$ cat config.mk
export PLATFORM = sky130hd
export DESIGN_NAME = pbp_top
export DESIGN_NICKNAME = d
export VERILOG_FILES = /design/src/design/pbp_pkg.sv /design/src/design/pbp_top.sv /design/src/design/pbp_host_fsm.sv /design/src/design/pbp_irq_pin.sv
export SDC_FILE = /design/constraint.sdc
export NUM_CORES = 1
export LEC_CHECK = 0
export BUFFER_PORTS_ARGS = -buffer_cell sky130_fd_sc_hd__buf_4
export CAP_MARGIN = 20
export CORE_UTILIZATION = 60
export DETAILED_ROUTE_END_ITERATION = 12
export GPL_ROUTABILITY_DRIVEN = 0
export PLACE_DENSITY_LB_ADDON = 0.15
export SLEW_MARGIN = 0
export SYNTH_ARGS = -nofsm -noshare
export SYNTH_HDL_FRONTEND = slang
export SYNTH_SLANG_ARGS = --single-unit
$ cat constraint.sdc
create_clock -name clk_sys -period 3.29 [get_ports clk_sys]
set_clock_uncertainty 0.05 [all_clocks]
set_input_delay 0.1645 -clock clk_sys [delete_from_list [all_inputs] [get_ports clk_sys]]
set_output_delay 0.1645 -clock clk_sys [all_outputs]
set_load 0.1 [all_outputs]
$ cat src/design/pbp_pkg.sv
// shared constants and types of the parallel host bus port
package pbp_pkg;
   localparam int PBP_ADDR_W = 9;
   localparam int PBP_DATA_W = 8;
   localparam int PBP_PADDR_W = 12;
   // apb byte offsets
   localparam logic [11:0] PBP_OFF_CTRL = 12'h000;
   localparam logic [11:0] PBP_OFF_IRQ_CFG = 12'h004;
   localparam logic [11:0] PBP_OFF_STATUS = 12'h008;
   localparam logic [11:0] PBP_OFF_MASK = 12'h00C;
   localparam logic [11:0] PBP_OFF_LAST_ADDR = 12'h010;
   // host-visible byte array, one word per entry from here
   localparam logic [1:0] PBP_DATA_SEL = 2'h1;
   // bus style bits of the control register
   localparam int PBP_CTRL_MUX_BIT = 0;
   localparam int PBP_CTRL_MOTO_BIT = 1;
   localparam logic [1:0] PBP_CTRL_RST = 2'h0;
   // irq_pin_config_reg fields
   localparam int PBP_CFG_POL_BIT = 0;
   localparam int PBP_CFG_OD_BIT = 1;
   localparam int PBP_CFG_GPO_BIT = 2;
   localparam int PBP_CFG_GPV_BIT = 3;
   localparam logic [3:0] PBP_CFG_RST = 4'h0;
   // status and mask layout
   localparam int PBP_ST_WR_BIT = 0;
   localparam int PBP_ST_RD_BIT = 1;
   localparam int PBP_ST_BAD_BIT = 2;
   localparam logic [2:0] PBP_STATUS_RST = 3'h0;
   localparam logic [2:0] PBP_MASK_RST = 3'h0;
   localparam logic [8:0] PBP_LAST_ADDR_RST = 9'h000;

   typedef enum logic [1:0] {
      PBP_IDLE = 2'b00,
      PBP_READ = 2'b01,
      PBP_WRITE = 2'b10
   } pbp_state_t;
endpackage

$ cat src/design/pbp_top.sv
// parallel host bus port: pins, byte array, apb control and interrupts
// Operation
// [RQ1] shared ad lines carry the 8-bit data for every read and write
// [RQ2] multiplexed styles take the address from addr_hi and the ad lines
// [RQ3] low dedicated address lines are ignored in multiplexed styles
// [RQ4] host puts the low address byte on ad lines before data phase
// [RQ5] rdy_n goes low once a read or write has been carried out; a write gets it low before wr_pulse commits it
// [RQ6] irq_pin_config_reg sets how the interrupt pin behaves
// [RQ7] asserted level of the interrupt pin is selectable high or low
// [RQ8] interrupt pin drives push-pull or open drain
// [RQ9] interrupt pin may serve as a software general-purpose output
// [RQ10] nonmultiplexed styles decode the full nine dedicated address lines
// [RQ11] multiplexed address is captured under the address latch strobe
// [RQ12] no access is taken unless chip select is low
// [RQ13] motorola strobe fall drives read data, its rise takes write data
// [RQ14] shared lines driven only in a selected read, else released
//
// The APB register port and the address map were left to the implementer.
`timescale 1ns/10ps
module pbp_top #(
   parameter int DEPTH = 16
) (
   input wire logic clk_sys,
   input wire logic resetn,
   input wire logic psel,
   input wire logic penable,
   input wire logic pwrite,
   input wire logic [11:0] paddr,
   input wire logic [31:0] pwdata,
   output logic [31:0] prdata,
   output logic pready,
   output logic pslverr,
   input wire logic cs_n,
   input wire logic wr_rw_n,
   input wire logic data_strobe_n,
   input wire logic ale,
   input wire logic addr_hi,
   input wire logic [7:0] addr_lo,
   input wire logic [7:0] ad_in,
   output logic [7:0] ad_out,
   output logic ad_oe,
   output logic rdy_n,
   output logic irq_output_pin,
   output logic irq_output_pin_oe,
   output logic irq
);
   localparam int IDX_W = (DEPTH > 1) ? $clog2(DEPTH) : 1;

   logic [1:0] ctrl, next_ctrl;
   logic [3:0] irq_pin_config_reg, next_cfg;
   logic [2:0] status, next_status;
   logic [2:0] mask, next_mask;
   logic [8:0] last_addr, next_last_addr;
   logic [31:0] next_prdata;
   logic ack, next_ack;
   logic err, next_err;
   logic [7:0] mem [DEPTH];
   logic [7:0] next_mem [DEPTH];

   logic [8:0] host_addr;
   logic host_wr, host_rd;
   logic [7:0] host_wdata;
   logic [7:0] rd_word;
   logic host_hit;
   logic [IDX_W-1:0] host_idx;
   logic [IDX_W-1:0] apb_idx;
   logic data_hit;
   logic apb_wr;
   logic apb_mem_we;
   logic [2:0] events;
   logic [2:0] w1c;

   pbp_host_fsm u_fsm (
      .clk_sys(clk_sys),
      .resetn(resetn),
      .mode_mux(ctrl[pbp_pkg::PBP_CTRL_MUX_BIT]),
      .mode_moto(ctrl[pbp_pkg::PBP_CTRL_MOTO_BIT]),
      .cs_n(cs_n),
      .wr_rw_n(wr_rw_n),
      .data_strobe_n(data_strobe_n),
      .ale(ale),
      .addr_hi(addr_hi),
      .addr_lo(addr_lo),
      .ad_in(ad_in),
      .rd_word(rd_word),
      .host_addr(host_addr),
      .wr_pulse(host_wr),
      .rd_pulse(host_rd),
      .wr_data(host_wdata),
      .ad_out(ad_out),
      .ad_oe(ad_oe),
      .rdy_n(rdy_n)
   );

   // host side decode of the byte array
   always_comb begin
      host_hit = host_addr < 9'(DEPTH);
      host_idx = host_addr[IDX_W-1:0];
      rd_word = host_hit ? mem[host_idx] : 8'h00;
   end

   // apb decode; the slave answers in the first access cycle
   always_comb begin
      apb_idx = paddr[IDX_W+1:2];
      data_hit = (paddr[11:10] == pbp_pkg::PBP_DATA_SEL)
         && (paddr[9:2] < 8'(DEPTH))
         && (paddr[1:0] == 2'h0);
      apb_wr = psel && penable && pwrite && pready;
      apb_mem_we = apb_wr && data_hit;
   end

   always_comb begin
      next_ack = psel && !penable;
      next_err = 1'b1;
      next_prdata = 32'h0000_0000;
      if (data_hit) begin
         next_err = 1'b0;
         next_prdata = {24'h00_0000, mem[apb_idx]};
      end else begin
         case (paddr)
            pbp_pkg::PBP_OFF_CTRL: begin
               next_err = 1'b0;
               next_prdata = {30'h0000_0000, ctrl};
            end
            pbp_pkg::PBP_OFF_IRQ_CFG: begin
               next_err = 1'b0;
               next_prdata = {28'h000_0000, irq_pin_config_reg};
            end
            pbp_pkg::PBP_OFF_STATUS: begin
               next_err = 1'b0;
               next_prdata = {29'h0000_0000, status};
            end
            pbp_pkg::PBP_OFF_MASK: begin
               next_err = 1'b0;
               next_prdata = {29'h0000_0000, mask};
            end
            pbp_pkg::PBP_OFF_LAST_ADDR: begin
               next_err = 1'b0;
               next_prdata = {23'h00_0000, last_addr};
            end
            default: begin
               next_err = 1'b1;
            end
         endcase
      end
      // read data only loads on setup so it stands through the access
      if (!next_ack) begin
         next_prdata = prdata;
         next_err = err;
      end
   end

   always_comb begin
      pready = penable && ack;
      pslverr = pready && err;
   end

   // control registers written by software
   always_comb begin
      next_ctrl = ctrl;
      next_cfg = irq_pin_config_reg;
      next_mask = mask;
      w1c = 3'h0;
      if (apb_wr && !err) begin
         case (paddr)
            pbp_pkg::PBP_OFF_CTRL: begin
               next_ctrl = pwdata[1:0];
            end
            pbp_pkg::PBP_OFF_IRQ_CFG: begin
               next_cfg = pwdata[3:0]; // [RQ6]
            end
            pbp_pkg::PBP_OFF_STATUS: begin
               w1c = pwdata[2:0];
            end
            pbp_pkg::PBP_OFF_MASK: begin
               next_mask = pwdata[2:0];
            end
            default: begin
               w1c = 3'h0;
            end
         endcase
      end
   end

   // sticky events; a new event beats a clear in the same cycle
   always_comb begin
      events = 3'h0;
      events[pbp_pkg::PBP_ST_WR_BIT] = host_wr && host_hit;
      events[pbp_pkg::PBP_ST_RD_BIT] = host_rd && host_hit;
      events[pbp_pkg::PBP_ST_BAD_BIT] = (host_wr || host_rd) && !host_hit;
      next_status = (status & ~w1c) | events;
      next_last_addr = last_addr;
      if (host_wr || host_rd) begin
         next_last_addr = host_addr;
      end
      irq = |(status & mask);
   end

   always_ff @(posedge clk_sys or negedge resetn) begin
      if (!resetn) begin
         ctrl <= pbp_pkg::PBP_CTRL_RST;
         irq_pin_config_reg <= pbp_pkg::PBP_CFG_RST;
         status <= pbp_pkg::PBP_STATUS_RST;
         mask <= pbp_pkg::PBP_MASK_RST;
         last_addr <= pbp_pkg::PBP_LAST_ADDR_RST;
         prdata <= 32'h0000_0000;
         ack <= 1'b0;
         err <= 1'b0;
      end else begin
         ctrl <= next_ctrl;
         irq_pin_config_reg <= next_cfg;
         status <= next_status;
         mask <= next_mask;
         last_addr <= next_last_addr;
         prdata <= next_prdata;
         ack <= next_ack;
         err <= next_err;
      end
   end

   // byte array; a host write wins over an apb write to the same entry
   for (genvar gi = 0; gi < DEPTH; gi++) begin : g_mem
      always_comb begin
         next_mem[gi] = mem[gi];
         if (host_wr && host_hit && (host_idx == IDX_W'(gi))) begin
            next_mem[gi] = host_wdata; // [RQ1]
         end else if (apb_mem_we && (apb_idx == IDX_W'(gi))) begin
            next_mem[gi] = pwdata[7:0];
         end
      end
      always_ff @(posedge clk_sys or negedge resetn) begin
         if (!resetn) begin
            mem[gi] <= 8'h00;
         end else begin
            mem[gi] <= next_mem[gi];
         end
      end
   end

   pbp_irq_pin u_irq_pin (
      .irq(irq),
      .cfg(irq_pin_config_reg), // [RQ6]
      .pin_o(irq_output_pin),
      .pin_oe(irq_output_pin_oe)
   );
endmodule

$ cat src/design/pbp_host_fsm.sv
// pin-level sequencer of the parallel host port
`timescale 1ns/10ps
module pbp_host_fsm (
   input wire logic clk_sys,
   input wire logic resetn,
   input wire logic mode_mux,
   input wire logic mode_moto,
   input wire logic cs_n,
   input wire logic wr_rw_n,
   input wire logic data_strobe_n,
   input wire logic ale,
   input wire logic addr_hi,
   input wire logic [7:0] addr_lo,
   input wire logic [7:0] ad_in,
   input wire logic [7:0] rd_word,
   output logic [8:0] host_addr,
   output logic wr_pulse,
   output logic rd_pulse,
   output logic [7:0] wr_data,
   output logic [7:0] ad_out,
   output logic ad_oe,
   output logic rdy_n
);
   pbp_pkg::pbp_state_t state, next_state;
   logic [8:0] next_addr;
   logic [7:0] next_wdata, next_rdata;
   logic strobe, rd_dir;

   // data_strobe_n doubles as the read enable in intel styles
   always_comb begin
      strobe = !cs_n && (mode_moto ? !data_strobe_n
                                   : (!data_strobe_n || !wr_rw_n)); // [RQ12]
      rd_dir = mode_moto ? wr_rw_n : !data_strobe_n;
   end

   always_comb begin
      next_addr = host_addr;
      next_state = state;
      next_wdata = wr_data;
      next_rdata = ad_out;
      if (ale) begin
         // low dedicated lines are not looked at in multiplexed styles
         if (mode_mux) begin
            next_addr = {addr_hi, ad_in}; // [RQ2] [RQ11] [RQ3]
         end else begin
            next_addr = {addr_hi, addr_lo}; // [RQ10]
         end
      end
      // keep sampling until the strobe ends: the trailing edge commits
      if (strobe && !rd_dir) begin
         next_wdata = ad_in; // [RQ1] [RQ13]
      end
      case (state)
         pbp_pkg::PBP_IDLE: begin
            if (strobe) begin
               next_state = rd_dir ? pbp_pkg::PBP_READ : pbp_pkg::PBP_WRITE;
               if (rd_dir) begin
                  next_rdata = rd_word; // [RQ1]
               end
            end
         end
         pbp_pkg::PBP_READ: begin
            if (!strobe) begin
               next_state = pbp_pkg::PBP_IDLE;
            end
         end
         pbp_pkg::PBP_WRITE: begin
            if (!strobe) begin
               next_state = pbp_pkg::PBP_IDLE;
            end
         end
         default: begin
            next_state = pbp_pkg::PBP_IDLE;
         end
      endcase
   end

   always_ff @(posedge clk_sys or negedge resetn) begin
      if (!resetn) begin
         state <= pbp_pkg::PBP_IDLE;
         host_addr <= pbp_pkg::PBP_LAST_ADDR_RST;
         wr_data <= 8'h00;
         ad_out <= 8'h00;
      end else begin
         state <= next_state;
         host_addr <= next_addr;
         wr_data <= next_wdata;
         ad_out <= next_rdata;
      end
   end

   always_comb begin
      rd_pulse = (state == pbp_pkg::PBP_IDLE) && strobe && rd_dir;
      wr_pulse = (state == pbp_pkg::PBP_WRITE) && !strobe; // [RQ13]
      // drive the shared lines only inside a selected read
      ad_oe = (state == pbp_pkg::PBP_READ) && strobe && rd_dir; // [RQ14]
      rdy_n = !((state != pbp_pkg::PBP_IDLE) && strobe); // [RQ5]
   end
endmodule

$ cat src/design/pbp_irq_pin.sv
// output stage of the interrupt request pin
`timescale 1ns/10ps
module pbp_irq_pin (
   input wire logic irq,
   input wire logic [3:0] cfg,
   output logic pin_o,
   output logic pin_oe
);
   logic level;

   always_comb begin
      if (cfg[pbp_pkg::PBP_CFG_GPO_BIT]) begin
         level = cfg[pbp_pkg::PBP_CFG_GPV_BIT]; // [RQ9]
      end else if (cfg[pbp_pkg::PBP_CFG_POL_BIT]) begin
         level = irq; // [RQ7]
      end else begin
         level = !irq; // [RQ7]
      end
      // open drain only ever sinks; the board pull-up gives the high
      if (cfg[pbp_pkg::PBP_CFG_OD_BIT]) begin
         pin_o = 1'b0; // [RQ8]
         pin_oe = !level; // [RQ8]
      end else begin
         pin_o = level;
         pin_oe = 1'b1;
      end
   end
endmodule

# Word level (Yosys, flattened, before mapping)
# Cells that the tools add are included.
[totals] reg_bits=210 output_inout_bits=47 wordCells=229
[classes] n_lt_le_gt_ge=4 eq_ne=39 n_mux=56 bitwise=6 reduce_logical=96
[op_table] operator="two-way mux 8 bit" count=38
[op_table] operator="binary-select mux 8 bit (select 4 bit)" count=2
[op_table] operator="equality test 4 bit (second input constant)" count=16
[op_table] operator="logical AND 1 bit" count=53
[op_table] operator="one-hot mux 9 bit (5 select lines)" count=1
[op_table] operator="nonzero test 2 bit" count=17
[op_table] operator="equality test 4 x 3 -> 1 bit (second input constant)" count=8
[op_table] operator="two-way mux 32 bit" count=1
[op_table] operator="equality test 12 x 4 -> 1 bit (second input constant)" count=2
[op_table] operator="equality test 4 x 2 -> 1 bit (second input constant)" count=4
[op_table] operator="equality test 12 x 3 -> 1 bit (second input constant)" count=1
[op_table] operator="equality test 12 x 5 -> 1 bit (second input constant)" count=1
[op_table] operator="logical NOT 12 bit" count=1
[op_table] operator="logical NOT 1 bit" count=11
[op_table] operator=">= comparator 5 bit (second input constant)" count=2
[op_table] operator="inverter 4 -> 5 bit" count=2
[op_table] operator="less-than comparator 9 x 5 -> 1 bit (second input constant)" count=1
[op_table] operator="equality test 4 x 1 -> 1 bit (second input constant)" count=2
[op_table] operator="logical NOT 4 bit" count=2
[op_table] operator="less-than comparator 8 x 5 -> 1 bit (second input constant)" count=1
[op_table] operator="two-way mux 1 bit" count=8
[op_table] operator="AND reduction 2 bit" count=4
[op_table] operator="bitwise AND 3 bit" count=2
[op_table] operator="two-way mux 2 bit" count=3
[op_table] operator="14 further kinds" count=18

# Depth between registers and ports, before layout
[depth] ltp_word=9 depth_mapped=8 mapped_depth_nobuf=7

# By module
# Synthesis repeated with hierarchy kept, for this count alone.
[unflattened] cells_unflattened=1003 area_unflattened_um2=11269.6
[modules_own_cells] mod="pbp_top" n_inst=1 cells_each=901 area_each_um2=9977.1 seq_area_each_um2=4003.8
[modules_own_cells] mod="pbp_host_fsm" n_inst=1 cells_each=97 area_each_um2=1256.2 seq_area_each_um2=675.6
[modules_own_cells] mod="pbp_irq_pin" n_inst=1 cells_each=5 area_each_um2=36.3 seq_area_each_um2=0.0

# Least setup slack after synthesis
# No wires, ideal clock.
[synth_path] path_kind="register to output" start="reg status[2]" end="out irq_output_pin" arrival_time_ns=2.430 path_slack_ns=0.646 stages_incl_launch_ff=5 n_path_buf=0 cell_sequence="dfrtp_1 -> a222oi_1 -> xnor2_1 -> o21ai_0 -> nor2b_1"
[synth_via] elab_chain_cells=6
[synth_rtl] element="from (decl)" line="pbp_top.sv:51" rtl="logic [2:0] status, next_status;"
[synth_rtl] element="from (signal assigned)" line="pbp_top.sv:203" rtl="status <= pbp_pkg::PBP_STATUS_RST;"
[synth_rtl] element="from (signal assigned)" line="pbp_top.sv:212" rtl="status <= next_status;"
[synth_rtl] element="bitwise AND 3 bit *" line="pbp_top.sv:196" rtl="irq = |(status & mask);"
[synth_rtl] element="OR reduction 3 bit *" line="pbp_top.sv:196"
[synth_rtl] element="logical NOT 1 bit" line="pbp_irq_pin.sv:17" rtl="level = !irq;"
[synth_rtl] element="two-way mux 1 bit *" line="pbp_irq_pin.sv:14" rtl="end else if (cfg[pbp_pkg::PBP_CFG_POL_BIT]) begin"
[synth_rtl] element="two-way mux 1 bit *" line="pbp_irq_pin.sv:12" rtl="if (cfg[pbp_pkg::PBP_CFG_GPO_BIT]) begin"
[synth_rtl] element="two-way mux 1 bit *" line="pbp_irq_pin.sv:20" rtl="if (cfg[pbp_pkg::PBP_CFG_OD_BIT]) begin"
[synth_rtl] element="to (decl)" line="pbp_top.sv:43" rtl="output logic irq_output_pin,"
# Mark *: on every way between the ends. The rest lies on a longest branch, timed or not.

# Worst setup path after layout
[layout_path] start="reg u_fsm.host_addr[6]" end="reg mem[7] (netlist name)"
[layout_via] elab_chain_cells=4 word_cells_on_any_way=5 classes_between="order compare: 1; mux: 1; reduce/logical: 3"
[layout_rtl] element="from (decl)" line="pbp_host_fsm.sv:16" rtl="output logic [8:0] host_addr,"
[layout_rtl] element="from (signal assigned)" line="pbp_host_fsm.sv:81" rtl="host_addr <= pbp_pkg::PBP_LAST_ADDR_RST;"
[layout_rtl] element="from (signal assigned)" line="pbp_host_fsm.sv:86" rtl="host_addr <= next_addr;"
[layout_rtl] element="less-than comparator 9 x 5 -> 1 bit *" line="pbp_top.sv:97" rtl="host_hit = host_addr < 9'(DEPTH);"
[layout_rtl] element="logical AND 1 bit * (2 in series)" line="pbp_top.sv:225" rtl="if (host_wr && host_hit && (host_idx == IDX_W'(gi))) begin"
[layout_rtl] element="two-way mux 8 bit / nonzero test 2 bit (equally long branches)"
[layout_rtl] element="to (signal, indexed assignment)" line="pbp_top.sv:235" rtl="mem[gi] <= next_mem[gi];"
[layout_rtl] element="to (decl)" line="pbp_top.sv:57" rtl="logic [7:0] mem [DEPTH];"
# Marks and branches as above.
# A chain may end at the register's enable or synchronous reset.

==> results.yml <==
detailed_routing:
  drc: 0
  vias_per_cell: 6.758
  wire_per_inst_um: 24.54
  wirelength_mm: 33.22
  firstDrtPassIters: 6
  drtIter0Drc: 1143
  antenna_left: 0
  vias: 9151
cells_and_area:
  n_fill_cell: 1374
  finish.net_count: 1186
  drive_above_1_share_pct: 21.33
  seq_area_um2: 4681
  largest_register_ff_count: 128
  multi_input_area_um2: 5888
  largest_register: "mem"
  layoutNonFillerInstCount: 1354
  n_antenna_cell: 0
  area_delta_synth_final_pct: 12.69
worst_hold_path:
  hold-path-cell-count: 3
  worstHoldStart: "pwdata[6]"
  worstHoldEndpoint: "mem[46]"
  hold_path.class: "in2reg"
cts:
  cts_buffers: 17
  clkSlewWorstSetupHoldPaths_ps: 70
  cts_tree: "built"
  htree_levels: 4
  clockBufferDepth: 2
  cts.sinks: 187
  clock_latency_ps: 440
  clock-root-buffer: "clkbuf_16"
job:
  cap_violations: 0
place:
  port-buffer-count: 69
  hpwlAfterDp_mm: 21.28
  dp_cells: 1301
timing:
  setup_viol: 0
  fmax_mhz: 362.5
  period_share_pct: 83.85
  rsz0062_at_grt: "false"
  worst_pin_slew_ps: 1073
  maxSlewViolCount: 0
  max-slew-margin-rel_pct: 28.20
  fin_crit_ps: 2759
  hold_viol_final: 0
  finalSetupTns_ps: 0
setup_path:
  worstSetupPathDepth: 5
  end_kind: "flop"
  reg2reg_slack_ps: 530
  worst-path-buf-inv: 0
  arrival_ps: 3000
  reg2reg_depth: 5
  crit_fanout: 10
  reg2reg_from: "u_fsm.host_addr[6]"
  path_cells: "or4_4 -> a2111oi_4 -> nand3_1 -> nor2_1 -> a21oi_1"
  setup.worst_path.start_class: "flop"
  required_ps: 3530
  r2r-end: "mem[7]"
  worst_path_largest_cell_delay_ps: 690
  crit_slowest_cell: "a2111oi_4"
  cp_top_family: "simple AND/OR/NAND/NOR gates"
  cp-startpoint: "u_fsm.host_addr[6]"
  crit_type: "reg2reg"
pwr:
  clkPwrFrac_pct: 36.6
  power_switching_mw: 1.791
  switching_share_pct: 31.59
  pwr-share-comb_pct: 16.2
  vdd_drop_max_v: 0.0003934
  power_frac_seq_pct: 47.2
  powerDensity_nw_per_um2: 455.0
  leakage_nw: 5.342
  p_int_mw: 3.879
logic_synthesis:
  ys_seq_area_share_pct: 42.31
  synth_area_leader_cell: "dfrtp_1"
  ys.flop_type: "dfrtp_1"
  syn_inst: 1069
  synth.distinct_cells: 52
  async_flop_share_pct: 100.0
  synth_area_per_cell_um2: 10.35
  synth_top_area_share_pct: 42.31
  syn-cell-area_um2: 11060
  synth_edf_count: 0
  yosys_register_bits: 187
  synth.area.top_cells: "dfrtp_1, mux4_2, mux2i_1"
  yosysWarnings: 0
floorplanning:
  die_h_um: 137.8
  core_area_um2: 18020
  fp.dieW_um: 137.8
  io_pins: 117
  start_util_pct: 61.36
  die_area_um2: 18980
  row_count: 49
grt:
  antenna_found_initial: 0
  grt_pass1_wl_mm: 50.36
  grt_start_max_net_pins: 107
  track_usage_pct: 36.96
  grt_pass1_vias: 8483
  grt_remaining_overflow: 0
status:
  status: "complete, no violations"
## cells in the mapped netlist (4+ instances only)
| cell | n |
|---|---|
| buf_4 | 23 |
| mux2_2 | 30 |
| nand4_1 | 5 |
| clkbuf_1 | 60 |
| or2_2 | 5 |
| and2_1 | 8 |
| a22o_1 | 10 |
| a22oi_1 | 9 |
| a221oi_1 | 9 |
| buf_1 | 21 |
| o21a_1 | 25 |
| o211ai_1 | 25 |
| mux4_2 | 65 |
| dfrtp_1 | 187 |
| nor2_1 | 129 |
| mux2i_1 | 101 |
| nand3_1 | 20 |
| buf_2 | 14 |
| a21oi_1 | 107 |
| nand2_1 | 85 |
| a31oi_1 | 21 |
| o21ai_0 | 35 |
| and4_1 | 4 |
| nor2b_1 | 9 |
| nor2_2 | 6 |
| and3_1 | 6 |
| inv_1 | 9 |
## area by class of cell
type | instances | share of cell area (%)
Multi-Input combinational cell | 777 | 47.24
Sequential cell | 187 | 37.56
Timing Repair Buffer | 121 | 7.981
Clock buffer | 18 | 3.524
Tap cell | 229 | 2.299
Clock inverter | 13 | 1.124
Inverter | 9 | 0.2711
## cells in the final DEF, fill, tap and decap left out, drive strengths merged, types with 4 or more instances in the layout
master	instances
a22o	10
nand3	20
clkbuf	19
dfrtp	187
nand2	85
o21ai	36
and2	8
dlygate4sd3	22
and3	6
nand4	5
a21oi	107
a22oi	9
o21a	25
a221oi	9
conb	23
clkinv	6
nor2b	9
mux4	65
o211ai	25
nor2	135
a31oi	21
or2	5
mux2i	101
mux2	30
buf	98
and4	4
inv	13
## how the worst max path moves through the flow
stage | to
after floorplan | irq_output_pin
after CTS | u_fsm.ad_out[3]
after detailed placement | u_fsm.ad_out[3]
final | mem[7]
after global placement | u_fsm.ad_out[3]
after global routing | mem[20]
## metrics by stage
| step | hold WS [ps] | instance area, um^2 | utilization [%] | setup slack (ps) | total power [mW] |
|---|---|---|---|---|---|
| after CTS | 45.63 | 12460 | 69.14 | 577.1 | 5.672 |
| after global routing | 55.80 | 12460 | 69.14 | 396.4 | 5.843 |
| after global placement | 297.4 | 11660 | 64.71 | 612.1 | 3.580 |
| final | 59.01 | 12460 | 69.14 | 531.4 | 5.671 |
| after floorplan | -181.1 | 11140 | - | 645.6 | 3.283 |
| after detailed placement | 293.3 | 11660 | 64.71 | 575.6 | 3.595 |
## power by group through the flow
stage	registers, mW	logic (mW)	clock network (mW)
6_report	2.68	0.916	2.08
3_5_place_dp	2.72	0.880	0
2_1_floorplan	2.60	0.681	0
3_3_place_gp	2.71	0.867	0
5_1_grt	2.69	0.974	2.18
4_1_cts	2.67	0.906	2.09
## worst min-delay path, delay by kind of cell
kind,cells,cell delay [ps]
AND/OR/NAND/NOR,1,80
AO/OA/AOI/OAI,1,70
buffers and inverters,1,190
## kinds of logic (layout without fill, tap and decap cells)
family / after synthesis / after routing / share of synthesized area [%]
DFF: 187 / 187 / 42.31
adders and majority gates: 3 / 3 / 0.3394
buffers and inverters: 127 / 161 / 5.250
other: 1 / 23 / 0.03391
and+or+nand+nor: 294 / 294 / 11.79
AOI/OAI and AO/OA: 259 / 259 / 14.69
xor gates and xnor gates: 2 / 2 / 0.1584
muxes: 196 / 196 / 25.43
## repair_timing
item / CTS / global route
hold buffers: 22 / 0
resized for setup: 0 / 0
setup buffers: 0 / 0
hold endpoints to repair: 120 / 0
## per-layer routing
metal	vias to the layer above	share of wire [%]	global-route usage, %
met3	97	11	8.389
met4	0	3.9	16.61
li1	3953	-	-
met2	588	45	54.94
met1	4513	40	51.95
met5	-	0	0
(Power assumes the default switching activity.)
